**src/atc_pkg.sv**
```systemverilog
package atc_pkg;
  localparam int ADDR_W = 8;
  localparam int DATA_W = 32;
  localparam int RES_W = 16;
  localparam int FIELD_W = 12;
  localparam int CODE_W = 4;

  // Byte offsets on the register bus.
  localparam logic [ADDR_W-1:0] OFS_FLAGS = 8'h00;
  localparam logic [ADDR_W-1:0] OFS_LOW = 8'h04;
  localparam logic [ADDR_W-1:0] OFS_HIGH = 8'h08;

  // Register address codes carried in bits 15:12 of each register word.
  localparam logic [CODE_W-1:0] CODE_FLAGS = 4'h1;
  localparam logic [CODE_W-1:0] CODE_LOW = 4'h2;
  localparam logic [CODE_W-1:0] CODE_HIGH = 4'h3;
  localparam int CODE_LSB = 12;
  localparam int CODE_MSB = 15;

  // Field layout.
  localparam int FIELD_LSB = 0;
  localparam int FIELD_MSB = 11;
  localparam int UNDER_BIT = 0;
  localparam int OVER_BIT = 1;
  localparam logic [3:0] LOW_PAD = 4'h0;
  localparam logic [3:0] HIGH_PAD = 4'hF;

  // Reset values.
  localparam logic [FIELD_W-1:0] LOW_RST = 12'h800;
  localparam logic [FIELD_W-1:0] HIGH_RST = 12'hFFF;

  // Bus responses.
  typedef logic [1:0] atc_resp_t;
  localparam atc_resp_t RESP_OKAY = 2'h0;
  localparam atc_resp_t RESP_SLVERR = 2'h2;
  localparam logic [1:0] STRB_LOW_HALF = 2'h3;
endpackage : atc_pkg

```
**src/atc_top.sv**
```systemverilog
// The implementer's own choices: the register offsets and register access over AXI4-Lite.
`timescale 1ns/1ps
module atc_top
  import atc_pkg::*;
(
  input wire logic MCLK_I,
  input wire logic RST_I,
  input wire logic CE_I,
  input wire logic [RES_W-1:0] RESULT_I,
  input wire logic RESULT_VLD_I,
  input wire logic [ADDR_W-1:0] AWADDR_I,
  input wire logic AWVALID_I,
  output logic AWREADY_O,
  input wire logic [DATA_W-1:0] WDATA_I,
  input wire logic [3:0] WSTRB_I,
  input wire logic WVALID_I,
  output logic WREADY_O,
  output logic [1:0] BRESP_O,
  output logic BVALID_O,
  input wire logic BREADY_I,
  input wire logic [ADDR_W-1:0] ARADDR_I,
  input wire logic ARVALID_I,
  output logic ARREADY_O,
  output logic [DATA_W-1:0] RDATA_O,
  output logic [1:0] RRESP_O,
  output logic RVALID_O,
  input wire logic RREADY_I,
  output logic OVER_FLAG_O,
  output logic UNDER_FLAG_O
);
  logic awready_q;
  logic awready_d;
  logic wready_q;
  logic wready_d;
  logic aw_full_q;
  logic aw_full_d;
  logic w_full_q;
  logic w_full_d;
  logic [ADDR_W-1:0] awaddr_q;
  logic [DATA_W-1:0] wdata_q;
  logic [3:0] wstrb_q;
  logic bvalid_q;
  logic bvalid_d;
  atc_resp_t bresp_q;
  logic arready_q;
  logic arready_d;
  logic rvalid_q;
  logic rvalid_d;
  logic [DATA_W-1:0] rdata_q;
  atc_resp_t rresp_q;
  logic [FIELD_W-1:0] low_field_q;
  logic [FIELD_W-1:0] high_field_q;
  logic chan0_over_flag_q;
  logic chan0_over_flag_d;
  logic chan0_under_flag_q;
  logic chan0_under_flag_d;
  logic aw_fire;
  logic w_fire;
  logic ar_fire;
  logic do_wr;
  logic wr_low_ok;
  logic wr_high_ok;
  logic wr_ok;
  logic flag_clear;
  logic [RES_W-1:0] low_int;
  logic [RES_W-1:0] high_int;
  logic cmp_under;
  logic cmp_over;
  logic set_under;
  logic set_over;
  logic [DATA_W-1:0] rd_word;
  logic rd_hit;

  atc_cmp u_cmp (
    .result_i(RESULT_I),
    .low_field_i(low_field_q),
    .high_field_i(high_field_q),
    .low_int_o(low_int),
    .high_int_o(high_int),
    .under_o(cmp_under),
    .over_o(cmp_over)
  );

  assign aw_fire = AWVALID_I & awready_q;
  assign w_fire = WVALID_I & wready_q;
  assign ar_fire = ARVALID_I & arready_q;
  assign do_wr = aw_full_q & w_full_q & ~bvalid_q;

  // A threshold write lands only when the full low half-word is written
  // and its address code matches the register selected by the offset.
  assign wr_low_ok = (awaddr_q == OFS_LOW) &&
    (wstrb_q[1:0] == STRB_LOW_HALF) &&
    (wdata_q[CODE_MSB:CODE_LSB] == CODE_LOW);
  assign wr_high_ok = (awaddr_q == OFS_HIGH) &&
    (wstrb_q[1:0] == STRB_LOW_HALF) &&
    (wdata_q[CODE_MSB:CODE_LSB] == CODE_HIGH);
  assign wr_ok = wr_low_ok | wr_high_ok;

  // Write channel bookkeeping: address and data may come in either order.
  always_comb begin
    aw_full_d = do_wr ? 1'b0 : (aw_full_q | aw_fire);
    w_full_d = do_wr ? 1'b0 : (w_full_q | w_fire);
    bvalid_d = do_wr ? 1'b1 : (bvalid_q & ~BREADY_I);
    awready_d = ~aw_full_d & ~bvalid_d;
    wready_d = ~w_full_d & ~bvalid_d;
    rvalid_d = ar_fire | (rvalid_q & ~RREADY_I);
    arready_d = ~rvalid_d;
  end

  always_ff @(posedge MCLK_I) begin
    if (RST_I) begin
      aw_full_q <= 1'b0;
      w_full_q <= 1'b0;
      awready_q <= 1'b0;
      wready_q <= 1'b0;
      bvalid_q <= 1'b0;
      bresp_q <= RESP_OKAY;
    end else if (CE_I) begin
      aw_full_q <= aw_full_d;
      w_full_q <= w_full_d;
      awready_q <= awready_d;
      wready_q <= wready_d;
      bvalid_q <= bvalid_d;
      if (do_wr) begin
        bresp_q <= wr_ok ? RESP_OKAY : RESP_SLVERR;
      end
    end
  end

  always_ff @(posedge MCLK_I) begin
    if (RST_I) begin
      awaddr_q <= '0;
      wdata_q <= '0;
      wstrb_q <= '0;
    end else if (CE_I) begin
      if (aw_fire) begin
        awaddr_q <= AWADDR_I;
      end
      if (w_fire) begin
        wdata_q <= WDATA_I;
        wstrb_q <= WSTRB_I;
      end
    end
  end

  // Threshold fields.
  always_ff @(posedge MCLK_I) begin
    if (RST_I) begin
      low_field_q <= LOW_RST;
      high_field_q <= HIGH_RST;
    end else if (CE_I && do_wr) begin
      if (wr_low_ok) begin
        low_field_q <= wdata_q[FIELD_MSB:FIELD_LSB];
      end
      if (wr_high_ok) begin
        high_field_q <= wdata_q[FIELD_MSB:FIELD_LSB];
      end
    end
  end

  // Sticky flags: a new alert in the clearing cycle survives the clear.
  assign flag_clear = ar_fire && (ARADDR_I == OFS_FLAGS);
  assign set_under = RESULT_VLD_I & cmp_under;
  assign set_over = RESULT_VLD_I & cmp_over;

  always_comb begin
    chan0_under_flag_d = (chan0_under_flag_q & ~flag_clear) | set_under;
    chan0_over_flag_d = (chan0_over_flag_q & ~flag_clear) | set_over;
  end

  always_ff @(posedge MCLK_I) begin
    if (RST_I) begin
      chan0_under_flag_q <= 1'b0;
      chan0_over_flag_q <= 1'b0;
      UNDER_FLAG_O <= 1'b0;
      OVER_FLAG_O <= 1'b0;
    end else if (CE_I) begin
      chan0_under_flag_q <= chan0_under_flag_d;
      chan0_over_flag_q <= chan0_over_flag_d;
      UNDER_FLAG_O <= chan0_under_flag_d;
      OVER_FLAG_O <= chan0_over_flag_d;
    end
  end

  // Read decode; each mapped word reports its own address code in bits 15:12, unmapped reads return zero.
  always_comb begin
    rd_word = '0;
    rd_hit = 1'b1;
    unique case (ARADDR_I)
      OFS_FLAGS: begin
        rd_word[CODE_MSB:CODE_LSB] = CODE_FLAGS;
        rd_word[OVER_BIT] = chan0_over_flag_q;
        rd_word[UNDER_BIT] = chan0_under_flag_q;
      end
      OFS_LOW: begin
        rd_word[CODE_MSB:CODE_LSB] = CODE_LOW;
        rd_word[FIELD_MSB:FIELD_LSB] = low_field_q;
      end
      OFS_HIGH: begin
        rd_word[CODE_MSB:CODE_LSB] = CODE_HIGH;
        rd_word[FIELD_MSB:FIELD_LSB] = high_field_q;
      end
      default: begin
        rd_hit = 1'b0;
      end
    endcase
  end

  always_ff @(posedge MCLK_I) begin
    if (RST_I) begin
      arready_q <= 1'b0;
      rvalid_q <= 1'b0;
      rdata_q <= '0;
      rresp_q <= RESP_OKAY;
    end else if (CE_I) begin
      arready_q <= arready_d;
      rvalid_q <= rvalid_d;
      if (ar_fire) begin
        rdata_q <= rd_word;
        rresp_q <= rd_hit ? RESP_OKAY : RESP_SLVERR;
      end
    end
  end

  assign AWREADY_O = awready_q;
  assign WREADY_O = wready_q;
  assign BVALID_O = bvalid_q;
  assign BRESP_O = bresp_q;
  assign ARREADY_O = arready_q;
  assign RVALID_O = rvalid_q;
  assign RDATA_O = rdata_q;
  assign RRESP_O = rresp_q;
endmodule : atc_top

```
**src/atc_cmp.sv**
```systemverilog
`timescale 1ns/1ps
module atc_cmp
  import atc_pkg::*;
(
  input wire logic [RES_W-1:0] result_i,
  input wire logic [FIELD_W-1:0] low_field_i,
  input wire logic [FIELD_W-1:0] high_field_i,
  output logic [RES_W-1:0] low_int_o,
  output logic [RES_W-1:0] high_int_o,
  output logic under_o,
  output logic over_o
);
  assign low_int_o = {low_field_i, LOW_PAD};
  assign high_int_o = {high_field_i, HIGH_PAD};
  assign under_o = (result_i < low_int_o);
  assign over_o = (result_i > high_int_o);
endmodule : atc_cmp

```
**config.mk**
```make
export PLATFORM = sky130hd
export DESIGN_NAME = atc_top
export DESIGN_NICKNAME = d
export VERILOG_FILES = /design/src/atc_pkg.sv /design/src/atc_top.sv /design/src/atc_cmp.sv
export SDC_FILE = /design/constraint.sdc
export NUM_CORES = 1
export LEC_CHECK = 0
export CAP_MARGIN = 20
export CORE_ASPECT_RATIO = 0.5
export CORE_MARGIN = 2
export CORE_UTILIZATION = 55
export CTS_CLUSTER_DIAMETER = 50
export DETAILED_ROUTE_END_ITERATION = 10
export DONT_BUFFER_PORTS = 1
export GPL_ROUTABILITY_DRIVEN = 0
export PLACE_DENSITY = 0.75
export SLEW_MARGIN = 20
export SYNTH_ARGS = -nofsm -noshare
export SYNTH_HDL_FRONTEND = slang
export SYNTH_SLANG_ARGS = --single-unit
```
**constraint.sdc**
```tcl
create_clock -name MCLK_I -period 3 [get_ports MCLK_I]
set_input_delay 0.75 -clock MCLK_I [delete_from_list [all_inputs] [get_ports MCLK_I]]
set_output_delay 0.75 -clock MCLK_I [all_outputs]
set_load 0.03 [all_outputs]
```
==> summary by stage, run 1 <==
Drt
Dividing the detail-routed wire length by the instance count gives 16.1 um. The count of routing violations after the opening detailed-route iteration is 265. The post-route DRC violation count is 0. The routed via count divided by cell count is 5.77. For this run, the detailed router's first-pass iteration total came to 5. The detailed router placed 3102 vias in this run. The antenna violation net count after detailed routing is 0. For this block, the routed nets add up to 8.67 mm of wire.

Layout
Relative to the synthesized area, the layout overhead comes to 6.22%. The combined flip-flop and latch cell area is 1500 um2. In the final layout, the multi-input gates occupy 1930 um2. The fraction of final layout cells with drive strength greater than 1 is 0.0493. The finished cells cover 3980 um2. The layout net count is 543. The layout has 603 filler cells. 0 antenna diodes ended up in the layout.

CTS
Clock-pin slew was measured on the worst setup and hold paths at 0.05 ns. At the later pin of the worst-skew pair, clock insertion delay measures 0.33 ns. The post-CTS resize count is 0.

The clock drives 75 sinks. In this run the deepest clock path goes through 2 buffers. For this design, the CTS-stage hold fixing added 0 buffers.

TritonCTS built the clock tree. The number of setup buffers added after CTS is 0. The clock tree root buffer cell is clkbuf_16.

The number of CTS-inserted buffers is 9. The clock tree synthesis step divided the H-tree into 3 levels.

Synthesis
The number of enable-type register cells in the synthesized netlist is 0. The gate count of the mapped netlist is 456. The fraction of the yosys area taken by sequential cells is 0.401. The number of unique standard cell types used by synthesis is 45. The dominant register cell in the synthesized netlist is dfxtp_1. The largest total area in the synthesized netlist belongs to dfxtp_1. After synthesis, the cell types taking the most area are dfxtp_1 40%, a21oi_1 10%, ha_1 7.7%. The mean area per synthesized cell is 8.21 um2.

The register bit total from synthesis is 75. The most repeated cell in the gate-level netlist after synthesis is a21oi_1. By count the netlist is led by 76 x a21oi_1, 75 x dfxtp_1, 72 x nand2_1, 28 x inv_1, 23 x ha_1.

Yosys printed 0 warnings. The combined area of all synthesized cells is 3740 um2. The share of synthesized area in the top cell type comes to 0.401. The proportion of synthesized flip-flops having asynchronous set or reset is 0.

Die
The number of core rows is 21. The core box area is 6620 um2. The count of boundary I/O pins is 120.

The starting density of the core is 0.565. The die is 121 um wide. The die is 62.3 um tall. The floorplan step defined a die boundary enclosing 7520 um2.

Critical path
STA classifies the critical path endpoint as a register. Data on the critical path arrives at its endpoint at 2.19 ns. The setup path with the least slack is of type register to register. The worst path required time is 3.22 ns. The worst setup path is launched from a register.

The largest fanout on the critical path is 37.

GRT
The global routing usage summed across all routing layers is 0.242. The global-route wire length before repair is 14.2 mm. Entering global routing, the biggest net connects 76 pins. The number of global-route vias before repair is 2922. The initial antenna violation count was 0. After global routing the overflow that remains totals 0.

Power and ir drop
The total power per unit cell area is 552 nW/um2. The worst IR drop on VDD is 0.000342 V. For this design the static power due to leakage is 0.00151 uW.

STA
Setup repair after global routing left no endpoint under its margin. The max-slew violation total from the final report was 0. Dividing the final minimum period by the clock period gives 0.658. The worst clock skew is 0.00256 ns.

The upper clock frequency limit is 0.507 GHz. The worst max-slew margin expressed relative to the limit is 0.436. The final worst hold slack is 0.454 ns. The final count of hold timing violations is 0. The final critical-path required period is 1.97 ns. Summed over all failing endpoints, the final setup total negative slack is 0 ns. At the pin with the least slew margin, the transition time is 0.845 ns. Setup violations remaining at the end of the flow were counted as 0.

Placement
The estimated wirelength of the detail-placed design is 6.07 mm. The placed instances occupy a cell area of 3690 um2. During placement, the flow inserted port buffers numbering 0.

Run status
The flow ran to the end, and the final reports show no timing, DRC or antenna violations.

Job
The tool flagged a number of max-cap violations equal to 0.

Hold path
The worst min-delay path class is register to register.
final timing paths:
check	to	cells after the start	startpoint	slack (ns)
worst max-delay path	high_field_q[5]	5	BVALID_O	1.03
worst min-delay path	awaddr_q[1]	2	awaddr_q[1]	0.45
worst max register to register	high_field_q[5]	5	BVALID_O	1.03
worst min register to register	awaddr_q[1]	2	awaddr_q[1]	0.45
cell families after synthesis:
family | count (synthesis) | synth area share
and+or+nand+nor | 143 | 0.188
adders and majority gates | 23 | 0.0769
other | 1 | 0.00100
muxes | 3 | 0.00802
buffers and inverters | 77 | 0.103
DFF | 75 | 0.401
AOI/OAI and AO/OA | 134 | 0.222
worst max-delay path: stages (launching register included):
cell and delay [ns]:
dfxtp_1 0.42, and4b_1 0.40, and4_1 0.21, buf_4 0.34, a21oi_1 0.12, a311o_1 0.35
power breakdown:
part | leakage (uW) | switching [uW] | internal, uW | total, uW
Combinational | 0.000762 | 83.4 | 40.9 | 124
Sequential | 0.000607 | 24.6 | 1010 | 1040
Clock | 0.000141 | 382 | 654 | 1040
state kept, by name, summed over array words and instances, names as in the netlist, 2 cells and up:
signal	flops
high_field_q	12
RDATA_O	14
wstrb_q	2
low_field_q	12
awaddr_q	8
wdata_q	16
per-stage QoR:
step	power, uW	worst slack (ns)	cells	utilization
after floorplan	1190	1.08	475	-
after global placement	1180	0.856	524	0.558
after detailed placement	1180	0.826	524	0.558
after CTS	2210	1.04	538	0.601
after global routing	2270	0.929	538	0.601
final	2200	1.03	538	0.601
routing by layer:
metal	up-vias	global-route usage	share of wire	routed length [um]
met5	-	0	0	0
met4	0	0.0625	0.011	93
met3	10	0.0993	0.10	893
met2	122	0.347	0.42	3620
met1	1424	0.337	0.47	4070
li1	1546	-	-	-
cell type report:
type / instances / area share
clock buffer: 11 / 0.0610
clock inverter: 3 / 0.0101
inverter: 28 / 0.0264
multi-input combinational: 323 / 0.485
sequential: 75 / 0.378
tap: 92 / 0.0289
timing repair buffer: 6 / 0.0113
cells in the final DEF, fill, tap and decap left out, types with 2 or more instances in the layout:
cell | synthesis | layout
nand4_1 | 8 | 8
nor2_1 | 12 | 12
a211o_1 | 3 | 3
a22oi_1 | 11 | 11
nor2b_1 | 3 | 3
inv_1 | 28 | 28
a21o_1 | 2 | 2
a2bb2oi_1 | 2 | 2
a221oi_1 | 2 | 2
nor3_1 | 3 | 3
nand2b_1 | 3 | 3
o41ai_1 | 2 | 2
dfxtp_1 | 75 | 75
clkbuf_16 | 0 | 9
and3_1 | 3 | 3
o21a_1 | 4 | 4
o21ai_0 | 13 | 13
nand3_1 | 16 | 16
buf_4 | 20 | 6
ha_1 | 23 | 23
clkinv_2 | 0 | 2
nand2_1 | 72 | 72
or3_1 | 12 | 12
a311o_1 | 13 | 13
mux2i_1 | 3 | 3
conb_1 | 1 | 20
a21oi_1 | 76 | 76
and4b_1 | 2 | 2
No activity file was read; power rests on OpenSTA's default activity.
==> run 2, diff against run 1 <==
ABC_AREA = 1   (was unset)
PLACE_DENSITY = 0.78   (was 0.75)
clock period = 1.8 ns   (was 3 ns; I/O delays follow)
==> summary by stage, run 2 <==
Run status
The flow ran to the end, and the final reports show no timing, DRC or antenna violations.

Synthesis
The commonest cells after synthesis are 82 x nand2_1, 77 x inv_1, 75 x dfxtp_1, 44 x nor2_1. The synthesis warning total is 0. The proportion of synthesized flip-flops having asynchronous set or reset is 0. For this run, the leading register cell type out of synthesis is dfxtp_1. Of the post-synthesis cell area, the dominant cell type holds 0.388. Counting distinct cell types in the post-synthesis netlist gives 32.

In the synthesized netlist, the number of instances is 504. The mux contribution to synthesized area is 0. The basic-gate share of the synthesized area counting and, or, nand and nor cells is 0.176.

The average instance in the mapped netlist occupies 7.68 um2. After synthesis, the largest family of logic cells by area is compound AO/OA/AOI/OAI gates. The parity-gate share of the synthesized area counting xor and xnor cells is 0.

The top cell type by total area after synthesis is dfxtp_1. In the post-synthesis netlist, the biggest area contributors are dfxtp_1 39%, nand2_1 8.0%, inv_1 7.5%. Synthesis inferred 75 register bits. Of the synthesized area, sequential elements account for 0.388.

The arithmetic-cell share of the synthesized area counting full adders, half adders and majority gates is 0.0744. The number of enable-type register cells in the synthesized netlist is 0. After synthesis the cells add up to 3870 um2.

The fraction of the mapped netlist area in compound gates is 0.209. The most repeated cell in the gate-level netlist after synthesis is nand2_1.

Critical path
The family of cells with the greatest summed delay on the critical path is simple AND/OR/NAND/NOR gates. The worst path required time is 2.07 ns. The source of the worst register-to-register timing path is high_field_q[7]. For this design, the slowest cell found on the critical path is dfxtp_1. The critical path's largest stage delay is 0.32 ns.

The beginning of the critical path is high_field_q[7]. The critical path capture point type is a register. Traced cell by cell, the critical path runs through inv_1 -> ha_1 -> nand2_1 -> nor2_1 -> and2_1 -> nand2_1 -> nand4_1 -> nand2_1 -> a21oi_1. The most common cell type on the critical path is nand2_1. The startpoint type of the worst setup path is a register.

Along the worst path, the maximum fanout reaches 2. The total buffers and inverters traversed by the critical path is 1. Data arrives at the worst endpoint at 1.74 ns. The path type of the worst setup path is register to register.

Hold path
The worst min-delay path class is primary input to register. The beginning of the worst hold path is RST_I.

Layout
The number of inserted filler cells in the final layout is 578. The finished layout holds 602 standard cells, fillers aside. The largest register by flop count is wdata_q. The layout overhead on the synthesized area is 8.28%. The library cells used most frequently in the layout, excluding fill and tap cells, are 82 x nand2_1, 76 x inv_1, 75 x dfxtp_1, 44 x nor2_1. The flip-flop count of the largest register after layout is 16.

The fraction of final layout cells with drive strength greater than 1 is 0.124. The total area of multi-input combinational cells is 1850 um2. The repair_antennas step left the layout with diodes totalling 0. The most common cell after layout, fill and taps aside is nand2_1. The layout net count is 605. The combined flip-flop and latch cell area is 1500 um2.

STA
The worst pin sits at a relative slew slack of 0.645. The max-slew violation total from the final report is 0. For this run, the top clock speed supported by timing is 0.680 GHz.

The routed design could run at a clock period as short as 1.47 ns. Setup repair after global routing left no endpoint under its margin. Setup violations remaining at the end of the flow were counted as 0.

In the final timing run, aggregate negative setup slack is 0 ns. Dividing the final minimum period by the clock period gives 0.817. Between clock sinks in the finished design, the worst skew comes to 0.00479 ns. The final worst hold slack is 0.175 ns. The final count of hold timing violations is 0.

At the pin with the least slew margin, the transition time is 0.531 ns.

Die
In this run the vertical extent of the chip is 63.3 um. The starting density of the core is 0.573. The core region is 6750 um2. The die width is 123 um. The number of core rows is 21. The full die area is 7760 um2.

The count of boundary I/O pins is 120.

Power and ir drop
The total power per unit cell area is 918 nW/um2. The total chip power is 3850 uW. The worst-case IR drop observed on VDD is 0.000735 V. In this run the static leakage power is 0.00211 uW.

CTS
The deepest clock path buffer count is 2. The number of levels the H-tree was split into is 3. The clock latency at the later pin of the worst-skew pair is 0.34 ns. The clock-pin slew on the worst setup and hold paths is 0.06 ns. Post-CTS timing repair inserted 0 buffers for setup. The number of CTS-inserted buffers is 9. Once the clock tree was built, the resizer swapped 0 gates to a different size. TritonCTS built the clock tree. The number of hold buffers added after CTS was 0. The clock tree root buffer cell is clkbuf_16.

The number of clock sinks seen by CTS is 75.

Drt
Detailed routing inserted a total of 3091 vias. The first TritonRoute pass finished after 4 iterations. Using the TritonRoute via totals, the vias-per-cell ratio works out to 5.13. The final routed wire length divided by cell count is 13.8 um. The antenna violation net count after detailed routing is 0. The final wirelength is 8.32 mm. For this run, design rule violations remaining after detail routing come to 0. After the first detailed-routing iteration, the DRC count stood at 241.

GRT
The total congestion overflow is 0. The first global-routing pass estimated 13.9 mm of wire. The number of global-route vias before repair is 2971.

Entering global routing, the biggest net connects 25 pins. The initial antenna violation count is 0. For this run, the total global-route usage over all layers was measured as 0.234.

Job
The max-cap violation count is 0.

Placement
The estimated wirelength of the detail-placed design is 6.17 mm. The total of buffers placed on input and output ports is 0. The placed instance count is 586.
[run 2: path summary, 6_finish.rpt]
path | to | slack, ns | cells past startpoint
setup / recovery | chan0_over_flag_q | 0.33 | 9
hold / removal | chan0_under_flag_q | 0.18 | 1
setup reg to reg | chan0_over_flag_q | 0.33 | 9
hold reg to reg | awaddr_q[4] | 0.45 | 2
[run 2: area by class of cell]
| class | instances | share of cell area |
|---|---|---|
| repair buffers | 12 | 0.0245 |
| clock buffers | 10 | 0.0570 |
| inverters | 84 | 0.0752 |
| well taps | 92 | 0.0275 |
| multi-input cells | 323 | 0.442 |
| clock inverters | 6 | 0.0155 |
| flip-flops and latches | 75 | 0.358 |
[run 2: report_power, final]
part | switching [uW] | total, uW | internal (uW)
Clock | 683 | 1790 | 1110
Combinational | 205 | 291 | 86.3
Sequential | 56.6 | 1760 | 1710
Total | 945 | 3850 | 2900
[run 2: metal layers]
layer | up-vias | part of all wire | track usage
met4 | 0 | 0.012 | 0.0603
met2 | 109 | 0.41 | 0.348
li1 | 1597 | - | -
met1 | 1373 | 0.47 | 0.309
met5 | - | 0 | 0
met3 | 12 | 0.10 | 0.103
[run 2: cell families (layout without fill, tap and decap cells)]
kind of cell / after synthesis / after routing
other: 1 / 20
AO/OA/AOI/OAI: 125 / 125
flip-flops: 75 / 75
adder cells (fa/ha/maj): 23 / 23
buffers and inverters: 125 / 112
AND/OR/NAND/NOR: 155 / 155
[run 2: stage by stage]
stage	utilization	setup WS (ns)	cell area (um2)
2_1_floorplan	-	0.443	3940
3_3_place_gp	0.576	0.233	3890
3_5_place_dp	0.576	0.228	3890
4_1_cts	0.621	0.359	4190
5_1_grt	0.621	0.185	4190
6_report	0.621	0.330	4190
